## src/common/scsm_cfg.svh

```systemverilog
// Register indices, field positions and reset values of the capture monitor.
// Assumes a 32-bit bus where the byte address of a register is four times its index.
`ifndef SCSM_CFG_SVH
`define SCSM_CFG_SVH
// ----------------------------------------
// Register indices
// ----------------------------------------
`define SCSM_IDX_CTRL1 9'h120
`define SCSM_IDX_CTRL4 9'h123
`define SCSM_IDX_SH_STAT 9'h128
`define SCSM_IDX_PH_STAT 9'h129
`define SCSM_IDX_EVT_CNT 9'h12a
`define SCSM_IDX_SYNC 9'h1ff
// ----------------------------------------
// Field positions
// ----------------------------------------
`define SCSM_CNT_CLR_BIT 6
`define SCSM_MODE_LSB 1
`define SCSM_MODE_MSB 2
`define SCSM_TSTAMP_BIT 0
`define SCSM_DELAY_MSB 6
`define SCSM_IDX_LSB 2
`define SCSM_IDX_MSB 10
// ----------------------------------------
// Reset values
// ----------------------------------------
`define SCSM_RST_BYTE 8'h00
`define SCSM_RST_DELAY 7'h00
`define SCSM_RST_NIB 4'h0
`define SCSM_RST_WORD 32'h0000_0000
`endif

```

## src/common/scsm_pkg.sv

```systemverilog
// Types shared by the capture monitor modules.
// Assumes the constants header is included by each design file.
package scsm_pkg;
  typedef enum logic [1:0] {
    mode_off = 2'h0,
    mode_cont = 2'h1,
    mode_nshot = 2'h2,
    mode_rsvd = 2'h3
  } scsm_sref_mode_t;

  typedef enum logic [2:0] {
    st_idle = 3'h1,
    st_wr = 3'h2,
    st_rd = 3'h4
  } scsm_bus_st_t;
endpackage

```

## src/common/scsm_cap_if.sv

```systemverilog
// Carries the capture pulse, its delayed copy and the delay tap between modules.
// Assumes all three parties run on the same sample clock.
`timescale 1ns/1ps
interface scsm_cap_if;
  logic cap_pulse;
  logic armed;
  logic [6:0] tap;
  logic delayed_pulse;
  modport src (output cap_pulse, input armed);
  modport dly (input cap_pulse, input tap, output delayed_pulse);
  modport core (input cap_pulse, input delayed_pulse, output armed, output tap);
endinterface

```

## src/design/scsm_edge_capture.sv

```systemverilog
// Synchronises the reference pin and turns each rising edge into a capture pulse while armed.
// Assumes the pin is asynchronous to ref_clk and held high for at least two cycles.
`timescale 1ns/1ps
`include "scsm_cfg.svh"
module scsm_edge_capture import scsm_pkg::*; (
  input wire logic ref_clk,
  input wire logic resetn,
  input wire logic sysref_in,
  scsm_cap_if.src cap
);
  logic meta_ff;
  logic sync_ff;
  logic prev_ff;
  logic pulse_ff;

  always_ff @(posedge ref_clk or negedge resetn) begin
    if (!resetn) begin
      meta_ff <= 1'b0;
      sync_ff <= 1'b0;
      prev_ff <= 1'b0;
    end else begin
      meta_ff <= sysref_in;
      sync_ff <= meta_ff;
      prev_ff <= sync_ff;
    end
  end

  always_ff @(posedge ref_clk or negedge resetn) begin
    if (!resetn) begin
      pulse_ff <= 1'b0;
    end else begin
      pulse_ff <= sync_ff & ~prev_ff & cap.armed;
    end
  end

  assign cap.cap_pulse = pulse_ff;
endmodule

```

## src/design/scsm_delay_line.sv

```systemverilog
// Delays the capture pulse by a programmable number of sample clock cycles.
// Assumes the tap is steady while a pulse is in flight.
`timescale 1ns/1ps
`include "scsm_cfg.svh"
module scsm_delay_line import scsm_pkg::*; #(
  parameter int DLY_DEPTH = 127
) (
  input wire logic ref_clk,
  input wire logic resetn,
  scsm_cap_if.dly cap
);
  logic [DLY_DEPTH-1:0] sr_ff;

  always_ff @(posedge ref_clk or negedge resetn) begin
    if (!resetn) begin
      sr_ff <= '0;
    end else begin
      sr_ff <= {sr_ff[DLY_DEPTH-2:0], cap.cap_pulse};
    end
  end

  // Tap n takes the pulse n cycles late; tap 0 passes it straight through
  assign cap.delayed_pulse = (cap.tap == 7'h00) ? cap.cap_pulse : sr_ff[cap.tap - 7'h01];
endmodule

```

## src/design/scsm_top.sv

```systemverilog
// Reference capture monitor: AHB-Lite registers, divider, event count and timestamp tag.
// Assumes one AHB-Lite master, a free-running ref_clk and an asynchronous reference pin.
//
// Summary of operation
// - A seven-bit delay in sample clocks is applied to the capture timestamp.
// - Delay value n gives exactly n sample clock cycles of delay, up to 127.
// - Hold status sits in the upper nibble, setup in the lower; both reset to zero.
// - Each capture stores the divider phase as a four-bit read-only code.
// - Phase code counts lag in half input-clock steps, zero meaning in phase.
// - An eight-bit counter increments by one on every capture while the counter-reset bit is clear.
// - The event counter wraps from 255 to zero instead of saturating.
// - The counter-reset control bit clears the event counter.
// - With sync mode bit zero, each capture resets all internal dividers.
// - In that mode a capture that moves a divider phase drops the link.
// - With sync mode bit one, captures leave the dividers untouched.
// - In timestamp mode captures do not touch link state or signal monitor.
// - In timestamp mode the captured sample is tagged by a control bit.
`timescale 1ns/1ps
`include "scsm_cfg.svh"
module scsm_top import scsm_pkg::*; #(
  parameter int SAMPLE_W = 14,
  parameter int DIV_W = 3,
  parameter int DLY_DEPTH = 127
) (
  input wire logic ref_clk,
  input wire logic resetn,
  input wire logic hsel,
  input wire logic [31:0] haddr,
  input wire logic [1:0] htrans,
  input wire logic hwrite,
  input wire logic [31:0] hwdata,
  input wire logic hready,
  output logic [31:0] hrdata,
  output logic hreadyout,
  output logic hresp,
  input wire logic sysref_in,
  input wire logic [7:0] sh_window_in,
  input wire logic [SAMPLE_W-1:0] sample_in,
  output logic [SAMPLE_W:0] word_out,
  output logic div_reset,
  output logic link_down,
  output logic sigmon_sync
);
  // ----------------------------------------
  // Declarations
  // ----------------------------------------
  scsm_cap_if cap_if ();

  scsm_bus_st_t st_ff;
  scsm_bus_st_t nxt_st;
  logic [8:0] idx_ff;
  logic [31:0] hrdata_ff;
  logic [31:0] nxt_rdata;
  logic addr_ok;
  logic wr_en;

  logic cnt_clr_ff;
  scsm_sref_mode_t mode_ff;
  logic [6:0] delay_ff;
  logic ts_mode_ff;

  logic [3:0] hold_ff;
  logic [3:0] setup_ff;
  logic [3:0] phase_ff;
  logic [7:0] evt_cnt_ff;
  logic [DIV_W-1:0] div_cnt_ff;

  logic cap;
  logic sync_cap;
  logic div_reset_ff;
  logic link_down_ff;
  logic sigmon_ff;
  logic [SAMPLE_W:0] word_ff;

  // ----------------------------------------
  // Capture path
  // ----------------------------------------
  scsm_edge_capture u_capture (
    .ref_clk(ref_clk),
    .resetn(resetn),
    .sysref_in(sysref_in),
    .cap(cap_if.src)
  );

  scsm_delay_line #(
    .DLY_DEPTH(DLY_DEPTH)
  ) u_delay (
    .ref_clk(ref_clk),
    .resetn(resetn),
    .cap(cap_if.dly)
  );

  assign cap_if.armed = (mode_ff != mode_off);
  assign cap_if.tap = delay_ff;
  assign cap = cap_if.cap_pulse;
  assign sync_cap = cap & ~ts_mode_ff;

  // ----------------------------------------
  // AHB-Lite slave
  // ----------------------------------------
  assign addr_ok = hsel & hready & htrans[1];
  assign wr_en = (st_ff == st_wr);

  always_comb begin
    nxt_st = st_ff;
    if (addr_ok) begin
      nxt_st = hwrite ? st_wr : st_rd;
    end else if (hready) begin
      nxt_st = st_idle;
    end
  end

  always_ff @(posedge ref_clk or negedge resetn) begin
    if (!resetn) begin
      st_ff <= st_idle;
    end else begin
      st_ff <= nxt_st;
    end
  end

  always_ff @(posedge ref_clk or negedge resetn) begin
    if (!resetn) begin
      idx_ff <= 9'h000;
    end else if (addr_ok) begin
      idx_ff <= haddr[`SCSM_IDX_MSB:`SCSM_IDX_LSB];
    end
  end

  // Read data is fetched in the address phase so it stands from a flop
  always_comb begin
    nxt_rdata = `SCSM_RST_WORD;
    if (haddr[`SCSM_IDX_MSB:`SCSM_IDX_LSB] == `SCSM_IDX_CTRL1) begin
      nxt_rdata[`SCSM_CNT_CLR_BIT] = cnt_clr_ff;
      nxt_rdata[`SCSM_MODE_MSB:`SCSM_MODE_LSB] = mode_ff;
    end else if (haddr[`SCSM_IDX_MSB:`SCSM_IDX_LSB] == `SCSM_IDX_CTRL4) begin
      nxt_rdata[`SCSM_DELAY_MSB:0] = delay_ff;
    end else if (haddr[`SCSM_IDX_MSB:`SCSM_IDX_LSB] == `SCSM_IDX_SH_STAT) begin
      nxt_rdata[7:0] = {hold_ff, setup_ff};
    end else if (haddr[`SCSM_IDX_MSB:`SCSM_IDX_LSB] == `SCSM_IDX_PH_STAT) begin
      nxt_rdata[3:0] = phase_ff;
    end else if (haddr[`SCSM_IDX_MSB:`SCSM_IDX_LSB] == `SCSM_IDX_EVT_CNT) begin
      nxt_rdata[7:0] = evt_cnt_ff;
    end else if (haddr[`SCSM_IDX_MSB:`SCSM_IDX_LSB] == `SCSM_IDX_SYNC) begin
      nxt_rdata[`SCSM_TSTAMP_BIT] = ts_mode_ff;
    end
  end

  always_ff @(posedge ref_clk or negedge resetn) begin
    if (!resetn) begin
      hrdata_ff <= `SCSM_RST_WORD;
    end else if (addr_ok && !hwrite) begin
      hrdata_ff <= nxt_rdata;
    end else if (addr_ok) begin
      hrdata_ff <= `SCSM_RST_WORD;
    end
  end

  assign hrdata = hrdata_ff;
  assign hreadyout = 1'b1;
  assign hresp = 1'b0;

  // ----------------------------------------
  // Control registers
  // ----------------------------------------
  always_ff @(posedge ref_clk or negedge resetn) begin
    if (!resetn) begin
      cnt_clr_ff <= 1'b0;
      mode_ff <= mode_off;
    end else if (wr_en && idx_ff == `SCSM_IDX_CTRL1) begin
      cnt_clr_ff <= hwdata[`SCSM_CNT_CLR_BIT];
      mode_ff <= scsm_sref_mode_t'(hwdata[`SCSM_MODE_MSB:`SCSM_MODE_LSB]);
    end
  end

  always_ff @(posedge ref_clk or negedge resetn) begin
    if (!resetn) begin
      delay_ff <= `SCSM_RST_DELAY;
    end else if (wr_en && idx_ff == `SCSM_IDX_CTRL4) begin
      delay_ff <= hwdata[`SCSM_DELAY_MSB:0];
    end
  end

  always_ff @(posedge ref_clk or negedge resetn) begin
    if (!resetn) begin
      ts_mode_ff <= 1'b0;
    end else if (wr_en && idx_ff == `SCSM_IDX_SYNC) begin
      ts_mode_ff <= hwdata[`SCSM_TSTAMP_BIT];
    end
  end

  // ----------------------------------------
  // Capture status
  // ----------------------------------------
  // All three fields load on the same pulse so a read sees one event
  always_ff @(posedge ref_clk or negedge resetn) begin
    if (!resetn) begin
      hold_ff <= `SCSM_RST_NIB;
      setup_ff <= `SCSM_RST_NIB;
      phase_ff <= `SCSM_RST_NIB;
    end else if (cap) begin
      hold_ff <= sh_window_in[7:4];
      setup_ff <= sh_window_in[3:0];
      phase_ff <= {div_cnt_ff, 1'b0};
    end
  end

  // Level clear; a capture while the clear bit stands is not counted
  always_ff @(posedge ref_clk or negedge resetn) begin
    if (!resetn) begin
      evt_cnt_ff <= `SCSM_RST_BYTE;
    end else if (cnt_clr_ff) begin
      evt_cnt_ff <= `SCSM_RST_BYTE;
    end else if (cap) begin
      evt_cnt_ff <= evt_cnt_ff + 8'h01;
    end
  end

  // ----------------------------------------
  // Clock divider and link control
  // ----------------------------------------
  always_ff @(posedge ref_clk or negedge resetn) begin
    if (!resetn) begin
      div_cnt_ff <= '0;
    end else if (sync_cap) begin
      // The capture cycle counts as phase zero, so a reference whose period is a
      // multiple of the divider leaves the divider where it was
      div_cnt_ff <= DIV_W'(1);
    end else begin
      div_cnt_ff <= div_cnt_ff + DIV_W'(1);
    end
  end

  always_ff @(posedge ref_clk or negedge resetn) begin
    if (!resetn) begin
      div_reset_ff <= 1'b0;
      link_down_ff <= 1'b0;
      sigmon_ff <= 1'b0;
    end else begin
      div_reset_ff <= sync_cap;
      link_down_ff <= sync_cap && (div_cnt_ff != '0);
      sigmon_ff <= sync_cap;
    end
  end

  assign div_reset = div_reset_ff;
  assign link_down = link_down_ff;
  assign sigmon_sync = sigmon_ff;

  // ----------------------------------------
  // Timestamp tag on the output word
  // ----------------------------------------
  always_ff @(posedge ref_clk or negedge resetn) begin
    if (!resetn) begin
      word_ff <= '0;
    end else begin
      word_ff <= {ts_mode_ff & cap_if.delayed_pulse, sample_in};
    end
  end

  assign word_out = word_ff;
endmodule

```

## config.mk

```make
export PLATFORM = sky130hd
export DESIGN_NAME = scsm_top
export DESIGN_NICKNAME = d
export VERILOG_FILES = /design/src/common/scsm_pkg.sv /design/src/common/scsm_cap_if.sv /design/src/design/scsm_edge_capture.sv /design/src/design/scsm_delay_line.sv /design/src/design/scsm_top.sv
export VERILOG_INCLUDE_DIRS = /design/src /design/src/common
export SDC_FILE = /design/constraint.sdc
export NUM_CORES = 1
export LEC_CHECK = 0
export ABC_AREA = 1
export BUFFER_PORTS_ARGS = -buffer_cell sky130_fd_sc_hd__buf_4
export CAP_MARGIN = 20
export CELL_PAD_IN_SITES_DETAIL_PLACEMENT = 0
export CELL_PAD_IN_SITES_GLOBAL_PLACEMENT = 1
export CORE_ASPECT_RATIO = 1.5
export CORE_UTILIZATION = 46
export CTS_CLUSTER_DIAMETER = 40
export DETAILED_ROUTE_END_ITERATION = 12
export PLACE_DENSITY_LB_ADDON = 0.1
export SLEW_MARGIN = 5
export SYNTH_ARGS = -nofsm -noshare
export SYNTH_HDL_FRONTEND = slang
export SYNTH_SLANG_ARGS = --single-unit
export TNS_END_PERCENT = 30
```

## constraint.sdc

```tcl
create_clock -name ref_clk -period 5.9 [get_ports ref_clk]
set_clock_uncertainty 0.05 [all_clocks]
set_input_delay 0 -clock ref_clk [delete_from_list [all_inputs] [get_ports ref_clk]]
set_output_delay 0 -clock ref_clk [all_outputs]
set_load 0.02 [all_outputs]
```

==> results.md, run 1 <==
- Slew @ Worst Pin: 0.9795 ns
- RSZ-0062 raised after global routing: no
- First-pass GRT wire length: 29,550 um
- Reg2Reg Depth: 11
- CTS tree: yes
- Final setup margin: 3.301 ns
- Yosys cell types: 37
- Initial antenna violation count: 0
- Largest net degree at the start of global routing: slightly above 80
- Post-synth EDFFs: 0
- Clock root cell: clkbuf_16
- Post-DP HPWL: ~11,000 um
- Total CTS buffers: 23
- Final Max Slew Viols: 0
- Port Buffers: 70
- Die X-Extent: ~110 um
- Gate power share: 0.076
- Register area share after synthesis: 0.6434
- Gr usage total: 0.2158
- Pint: 2423 uW
- Most frequent cell after synthesis: nand2_1
- TritonCTS Sinks: around 200
- Yosys warning count: 0
- Drt wl/cell: 16.03 um
- Setup TNS: 0 ns
- Synthesized instance count: 776
- Part of the power in registers: 0.464
- Multi-input gate area: 0.002273 sq mm
- Htree depth: 1
- Final hold viol count: 0
- Sw Ratio: 0.2354
- Top cells by count, synth: nand2_1 (208), dfrtp_1 (200), nand3_1 (130)
- Layout cells sized above 1: 0.1544
- Initial Utilization: 0.4685
- Synth Register Bits: 201
- Post-synth top area share: 0.6400
- Worst VDD drop: approximately 0.00026 V
- Crit end category: flop
- Num rows: 58
- Filler instances: 1,429
- Worst min path class: in2async
- Final setup vio count: 0
- Critical Path Source: cap_if.tap[1]
- Clock network latency to the later pin of the worst-skew pair: 0.50 ns
- CP Launch Type: flop
- Pre-CTS setup slack: 3.286 ns
- Routed vias: 5,612
- Switching power total: ~750 uW
- Pre-antenna DRT Iters: 5
- Core Region: 0.01669 sq mm
- # DRC: 0
- Clock group share of total power: 0.460
- Asr flop ratio synth: 1.000
- Post-DRT Antenna Nets: 0
- Top post-synthesis cells by area: dfrtp_1 (64%), nand2_1 (10%), nand3_1 (8.3%), buf_4 (3.1%), o21ai_0 (2.6%)
- R2R Setup Slk: 3.30 ns
- Initial DRC count: 310
- Worst EP required: 6.24 ns
- Maximum buffer depth of the clock tree: 3
- Synthesized area: 0.007820 sq mm
- Outcome: finished, final reports clean
- WP data arrival: 2.94 ns
- CP endpoint: word_out[14]
- Die height: 161.7 um
- Post-CTS Setup Inserts: 0
- Reg clk slew, reported paths: 0.06 ns
- Diodes inserted: 0
- Hold slack: 0.03152 ns
- Worst setup path class: reg2reg
- Die Area: 0.01754 sq mm
- Dominant cell type by area after synthesis: dfrtp_1
- Max Fclk: approximately 0.38 GHz
- Average footprint of a synthesized cell: about 10 sq um
- Max-cap violations: 0
- GPL Wtd Cong: 0.8544
- Static leakage: around 0.0048 uW
- Critical register-to-register path endpoint: word_out[14]
- Slew headroom: 0.3463
- Register area: 0.005032 sq mm
- Tmin final: 2.599 ns
- Ports: 146
- R2r startpoint: cap_if.tap[1]
- # nets final: 989
- Area delta synth->final: 23.01%
- Core Util, Final: 0.5763
- Vias per cell: 5.024
- Total global routing overflow: 0
- Vias in the first global route: 5,883
- Critical path peak fanout: 25
- Final period util: 0.4405
- Most used DFF post-synth: dfrtp_1
- P per Cell Area: 329.5 mW/mm^2
- Total power: 3169 uW
- DRT Wirelength: between 15,000 and 20,000 um
==> per-stage QoR <==
| stage | instances | instance area [sq um] |
|---|---|---|
| 2_1_floorplan | 800 | 7910 |
| 3_3_place_gp | 1031 | 8344 |
| 4_1_cts | 1116 | 9592 |
| 5_1_grt | 1117 | 9619 |
| 3_5_place_dp | 1031 | 8344 |
| 6_report | 1117 | 9619 |
==> state kept, by name (all words and copies together), names as in the netlist, 2 cells and up <==
signal         count
cap_if.tap         7
div_cnt_ff         3
evt_cnt_ff         8
hold_ff            4
hrdata             8
idx_ff             9
mode_ff            2
phase_ff           3
setup_ff           4
st_ff              3
u_delay.sr_ff    127
word_out          15
==> power groups by stage <==
stage	Clock, uW	Sequential (uW)	Combinational [uW]
detailed placement	0	1500	216
CTS	1500	1470	242
global route	1560	1480	270
floorplan	0	1490	133
finish	1460	1470	239
global placement	0	1490	209
==> routing by layer <==
metal,track usage,part of all wire
met4,0.07985,0.031
met1,0.2704,0.42
met3,0.03130,0.038
met2,0.3746,0.51
met5,0,0
==> cells by family after synthesis <==
kind of cell               count (synthesis)  share of synthesized area
and+or+nand+nor                          390                     0.2197
DFF                                      201                     0.6434
buffers and inverters                    108                    0.07744
AOI/OAI and AO/OA                         67                    0.04640
adders and majority gates                  4                   0.006400
xor gates and xnor gates                   3                   0.004321
other                                      2                  0.0009604
muxes                                      1                   0.001440
==> worst max-delay path, stage by stage, from the launching register on <==
cell and delay, ns:
dfrtp_1 0.38, inv_1 0.08, ha_1 0.29, inv_1 0.72, buf_4 0.32, nand3_1 0.10
nand3_1 0.08, nand3_1 0.12, nand3_1 0.09, nand3_1 0.09, a21oi_1 0.12, nor2_1 0.06
==> area by class of cell <==
class,instances,area share
sequential,201,0.5232
multi-input combinational,491,0.2363
timing repair buffer,121,0.1104
clock buffer,28,0.06491
tap,210,0.02732
inverter,53,0.02068
clock inverter,13,0.01717
==> timing repair <==
| item | 4_1_cts | 5_1_grt |
|---|---|---|
| setup endpoints to repair | 0 | 0 |
| hold buffers | 44 | 0 |
| gates resized for setup | 0 | 0 |
| endpoints found under the hold margin | 103 | 0 |
==> layout by cell type (no fill, tap or decap), types with 2 or more instances in the layout <==
master and instances:
conb_1 26, dlygate4sd3_1 43, bufinv_16 3, nand4_1 6
inv_6 4, buf_4 75, nand3_1 130, nand2_1 208
ha_1 4, clkbuf_1 2, nor3_1 4, o21ai_0 40
clkinv_4 2, dfrtp_1 199, o22ai_1 2, a21oi_2 3
buf_16 2, o21ai_1 5, nand3b_1 2, nand2_2 4
a21oi_1 12, nand3_2 5, clkbuf_8 4, inv_2 3
clkbuf_16 23, nor2_1 26, inv_1 50, clkinv_2 3
o211ai_1 2
==> how the worst min path moves through the flow <==
stage,to,cells past startpoint
after floorplan,cap_if.tap[0],0
after global placement,u_delay.sr_ff[91],1
after detailed placement,u_delay.sr_ff[91],1
after CTS,u_delay.sr_ff[91],3
after global routing,u_delay.sr_ff[90],3
final,u_delay.sr_ff[91],3
Power figures use the tool's default switching activity.
==> run 2: changes to the inputs <==
- ABC_AREA: 1 -> 0
- CORE_UTILIZATION: 46 -> 40
- clock period: 5.9 -> 2.14 ns (I/O delays scaled with it)
==> results.md, run 2 <==
- Most frequent cell after synthesis: dfrtp_1 (was nand2_1)
- Diodes inserted: 0 (unchanged)
- Average footprint of a synthesized cell: 14.15 sq um (was 10.08 sq um)
- Maximum buffer depth of the clock tree: 3 (unchanged)
- Die Area: 0.01982 sq mm (was 0.01754 sq mm)
- # nets final: 815 (was 989)
- Htree depth: 1 (unchanged)
- Top cells by count, synth: dfrtp_1 (200), nand2_1 (59), mux2_2 (31) (was nand2_1 (208), dfrtp_1 (200), nand3_1 (130))
- Post-DP HPWL: 12,060 um (was 11,080 um)
- Filler instances: 1,605 (was 1,429)
- Total power: 8815 uW (was 3169 uW)
- Outcome: complete, but fails checks (was finished, final reports clean)
- Reg clk slew, reported paths: 0.06 ns (about the same)
- Pre-antenna DRT Iters: 4 (was 5)
- Static leakage: 0.004735 uW (was 0.004752 uW)
- Worst setup path class: reg2reg (unchanged)
- Post-synth top area share: 0.6500 (was 0.6400)
- Initial antenna violation count: 0 (unchanged)
- Biggest register: u_delay.sr_ff (unchanged)
- Final setup margin: -0.5513 ns (was 3.301 ns)
- Max Fclk: 0.3716 GHz (was 0.3848 GHz)
- Asr flop ratio synth: 1.000 (unchanged)
- Placed Instance Area: 0.008792 sq mm (was 0.008344 sq mm)
- Critical path peak fanout: 7 (was 25)
- # DRC: 0 (unchanged)
- Initial Utilization: 0.4118 (was 0.4685)
- Worst min path class: in2async (unchanged)
- Gr usage total: 0.1806 (was 0.2158)
- Fin area: 0.01014 sq mm (was 0.009619 sq mm)
- Synth Register Bits: 201 (unchanged)
- WP data arrival: 2.99 ns (was 2.94 ns)
- Total global routing overflow: 0 (unchanged)
- DRT Wirelength: 17,080 um (was 17,910 um)
- Dominant cell type by area after synthesis: dfrtp_1 (unchanged)
- Commonest cells after routing, fill and taps aside: dfrtp_1 (199), buf_4 (116), nand2_1 (59), dlygate4sd3_1 (46), mux2_2 (31) (was nand2_1 (208), dfrtp_1 (199), nand3_1 (130), buf_4 (75), inv_1 (50))
- Crit end category: flop (unchanged)
- Vias in the first global route: 5,115 (was 5,883)
- Worst EP required: 2.44 ns (was 6.24 ns)
- P per Cell Area: 869.1 mW/mm^2 (was 329.5 mW/mm^2)
- Num rows: 61 (was 58)
- First-pass GRT wire length: 27,170 um (was 29,550 um)
- Synthesized area: 0.007700 sq mm (was 0.007820 sq mm)
- Most used DFF post-synth: dfrtp_1 (unchanged)
- Tmin final: 2.691 ns (was 2.599 ns)
- Routed vias: 4,759 (was 5,612)
- Ports: 146 (unchanged)
- Top post-synthesis cells by area: dfrtp_1 (65%), mux2_2 (4.5%), mux4_2 (4.4%), nand2_1 (2.9%), buf_4 (2.6%) (was dfrtp_1 (64%), nand2_1 (10%), nand3_1 (8.3%), buf_4 (3.1%), o21ai_0 (2.6%))
- Fin cells: 986 (was 1,117)
- RSZ-0062 raised after global routing: yes (was no)
- Die X-Extent: 115.3 um (was 108.5 um)
- Clock root cell: clkbuf_16 (unchanged)
- Yosys warning count: 0 (unchanged)
- Vias per cell: 4.827 (was 5.024)
- Yosys cell types: 57 (was 37)
- Final hold viol count: 0 (unchanged)
- Max-cap violations: 0 (unchanged)
- Placed cell count: 896 (was 1,031)
- Total CTS buffers: 24 (was 23)
- Port Buffers: 70 (unchanged)
- Failing checks: negative setup slack
- CTS tree: yes (unchanged)
- Max reg flops: 127 (unchanged)
- GPL Wtd Cong: 0.7492 (was 0.8544)
- Initial DRC count: 160 (was 310)
- Commonest non-fill, non-tap cell in the layout: dfrtp_1 (was nand2_1)
- Post-DRT Antenna Nets: 0 (unchanged)
- Pre-CTS setup slack: -0.6349 ns (was 3.286 ns)
- Clock network latency to the later pin of the worst-skew pair: 0.50 ns (about the same)
- Synthesized instance count: 544 (was 776)
- Post-synth EDFFs: 0 (unchanged)
- Slew @ Worst Pin: 0.6482 ns (was 0.9795 ns)
- Die height: 171.9 um (was 161.7 um)
- Drt wl/cell: 17.32 um (was 16.03 um)
- TritonCTS Sinks: 201 (unchanged)
- CP Launch Type: flop (unchanged)
- Final Max Slew Viols: 0 (unchanged)
- Register area share after synthesis: 0.6534 (was 0.6434)
- Core Region: 0.01870 sq mm (was 0.01669 sq mm)
- Hold slack: 0.03504 ns (was 0.03152 ns)
- Final period util: 1.258 (was 0.4405)
- Layout cells sized above 1: 0.3174 (was 0.1544)
- Slew headroom: 0.5679 (was 0.3463)
- Worst VDD drop: 0.0006529 V (was 0.0002637 V)
- Final setup vio count: 1 (was 0)
- Largest net degree at the start of global routing: 73 (was 81)
- Area delta synth->final: 31.72% (was 23.01%)
[run 2: cell types whose count changed in the layout (fill, tap and decap cells not counted), sizes merged, moves of 6 or more]
cell and delta:
mux2i +20, o21ai -31, mux2 +30, inv -44
clkbuf +6, buf +48, nor3b +6, nand3 -120
nand2 -153, mux4 +21
[run 2: worst max-delay path: stages (launching register included)]
cell and delay [ns]:
dfrtp_2 0.43, clkinv_8 0.06, ha_4 0.17, xor2_4 0.20, buf_6 0.17, mux4_2 0.52, o211ai_1 0.18, a21oi_1 0.06
or4_1 0.53, o311ai_2 0.10, a311oi_1 0.08
[run 2: power breakdown]
part	leakage, uW	internal (uW)	switching (uW)
Sequential	0.00266	3980	107
Combinational	0.00167	309	305
Clock	0.000408	2560	1550
[run 2: timing repair]
action / CTS / global route
gates resized for setup: 10 / 9
setup endpoints to repair: 2 / 2
endpoints found under the hold margin: 255 / 0
buffers inserted: 0 / 1
hold buffers: 46 / 0
pin swaps: 0 / 1
[run 2: cells by family (layout without fill, tap and decap cells)]
logic type / Yosys count / after routing / synth area share
muxes: 72 / 72 / 0.1357
DFF: 201 / 201 / 0.6534
buffers and inverters: 59 / 225 / 0.05135
other: 2 / 26 / 0.0009753
and+or+nand+nor: 138 / 138 / 0.08677
adders and majority gates: 4 / 4 / 0.006500
xor gates and xnor gates: 13 / 13 / 0.01820
AOI/OAI and AO/OA: 55 / 55 / 0.04713
[run 2: layout make-up]
class | count | area, sq um | share of cell area
Timing Repair Buffer | 172 | 1506 | 0.1485
Clock inverter | 9 | 112.6 | 0.01110
Inverter | 10 | 50.05 | 0.004935
Sequential cell | 201 | 5032 | 0.4962
Multi-Input combinational cell | 308 | 2416 | 0.2382
Tap cell | 252 | 315.3 | 0.03109
Clock buffer | 34 | 709.4 | 0.06995
[run 2: path summary, 6_finish.rpt]
path | from | slack, ns | to | depth (start not counted)
min in group ref_clk | sample_in[7] | 0.10 | word_out[7] | 2
worst min-delay path | resetn | 0.04 | u_delay.sr_ff[122] | 2
worst max-delay path | cap_if.tap[0] | -0.55 | word_out[14] | 10
max in group asynchronous | resetn | 1.31 | u_delay.sr_ff[81] | 3
worst min register to register | u_capture.meta_ff | 0.30 | u_capture.sync_ff | 0
worst max register to register | cap_if.tap[0] | -0.55 | word_out[14] | 10
[run 2: per-layer routing]
layer,global-route usage,wire (um),vias to the layer above
li1,-,-,2219
met1,0.2135,6847,2429
met2,0.3329,9326,83
met3,0.03120,576,28
met4,0.05251,324,0
met5,0,0,-
[run 2: per-stage QoR]
stage / setup TNS, ns / util
CTS: -0.5690 / 0.5400
global route: -0.6805 / 0.5424
detailed placement: -0.6349 / 0.4702
floorplan: -0.6953 / -
finish: -0.5513 / 0.5424
global placement: -0.5989 / 0.4702
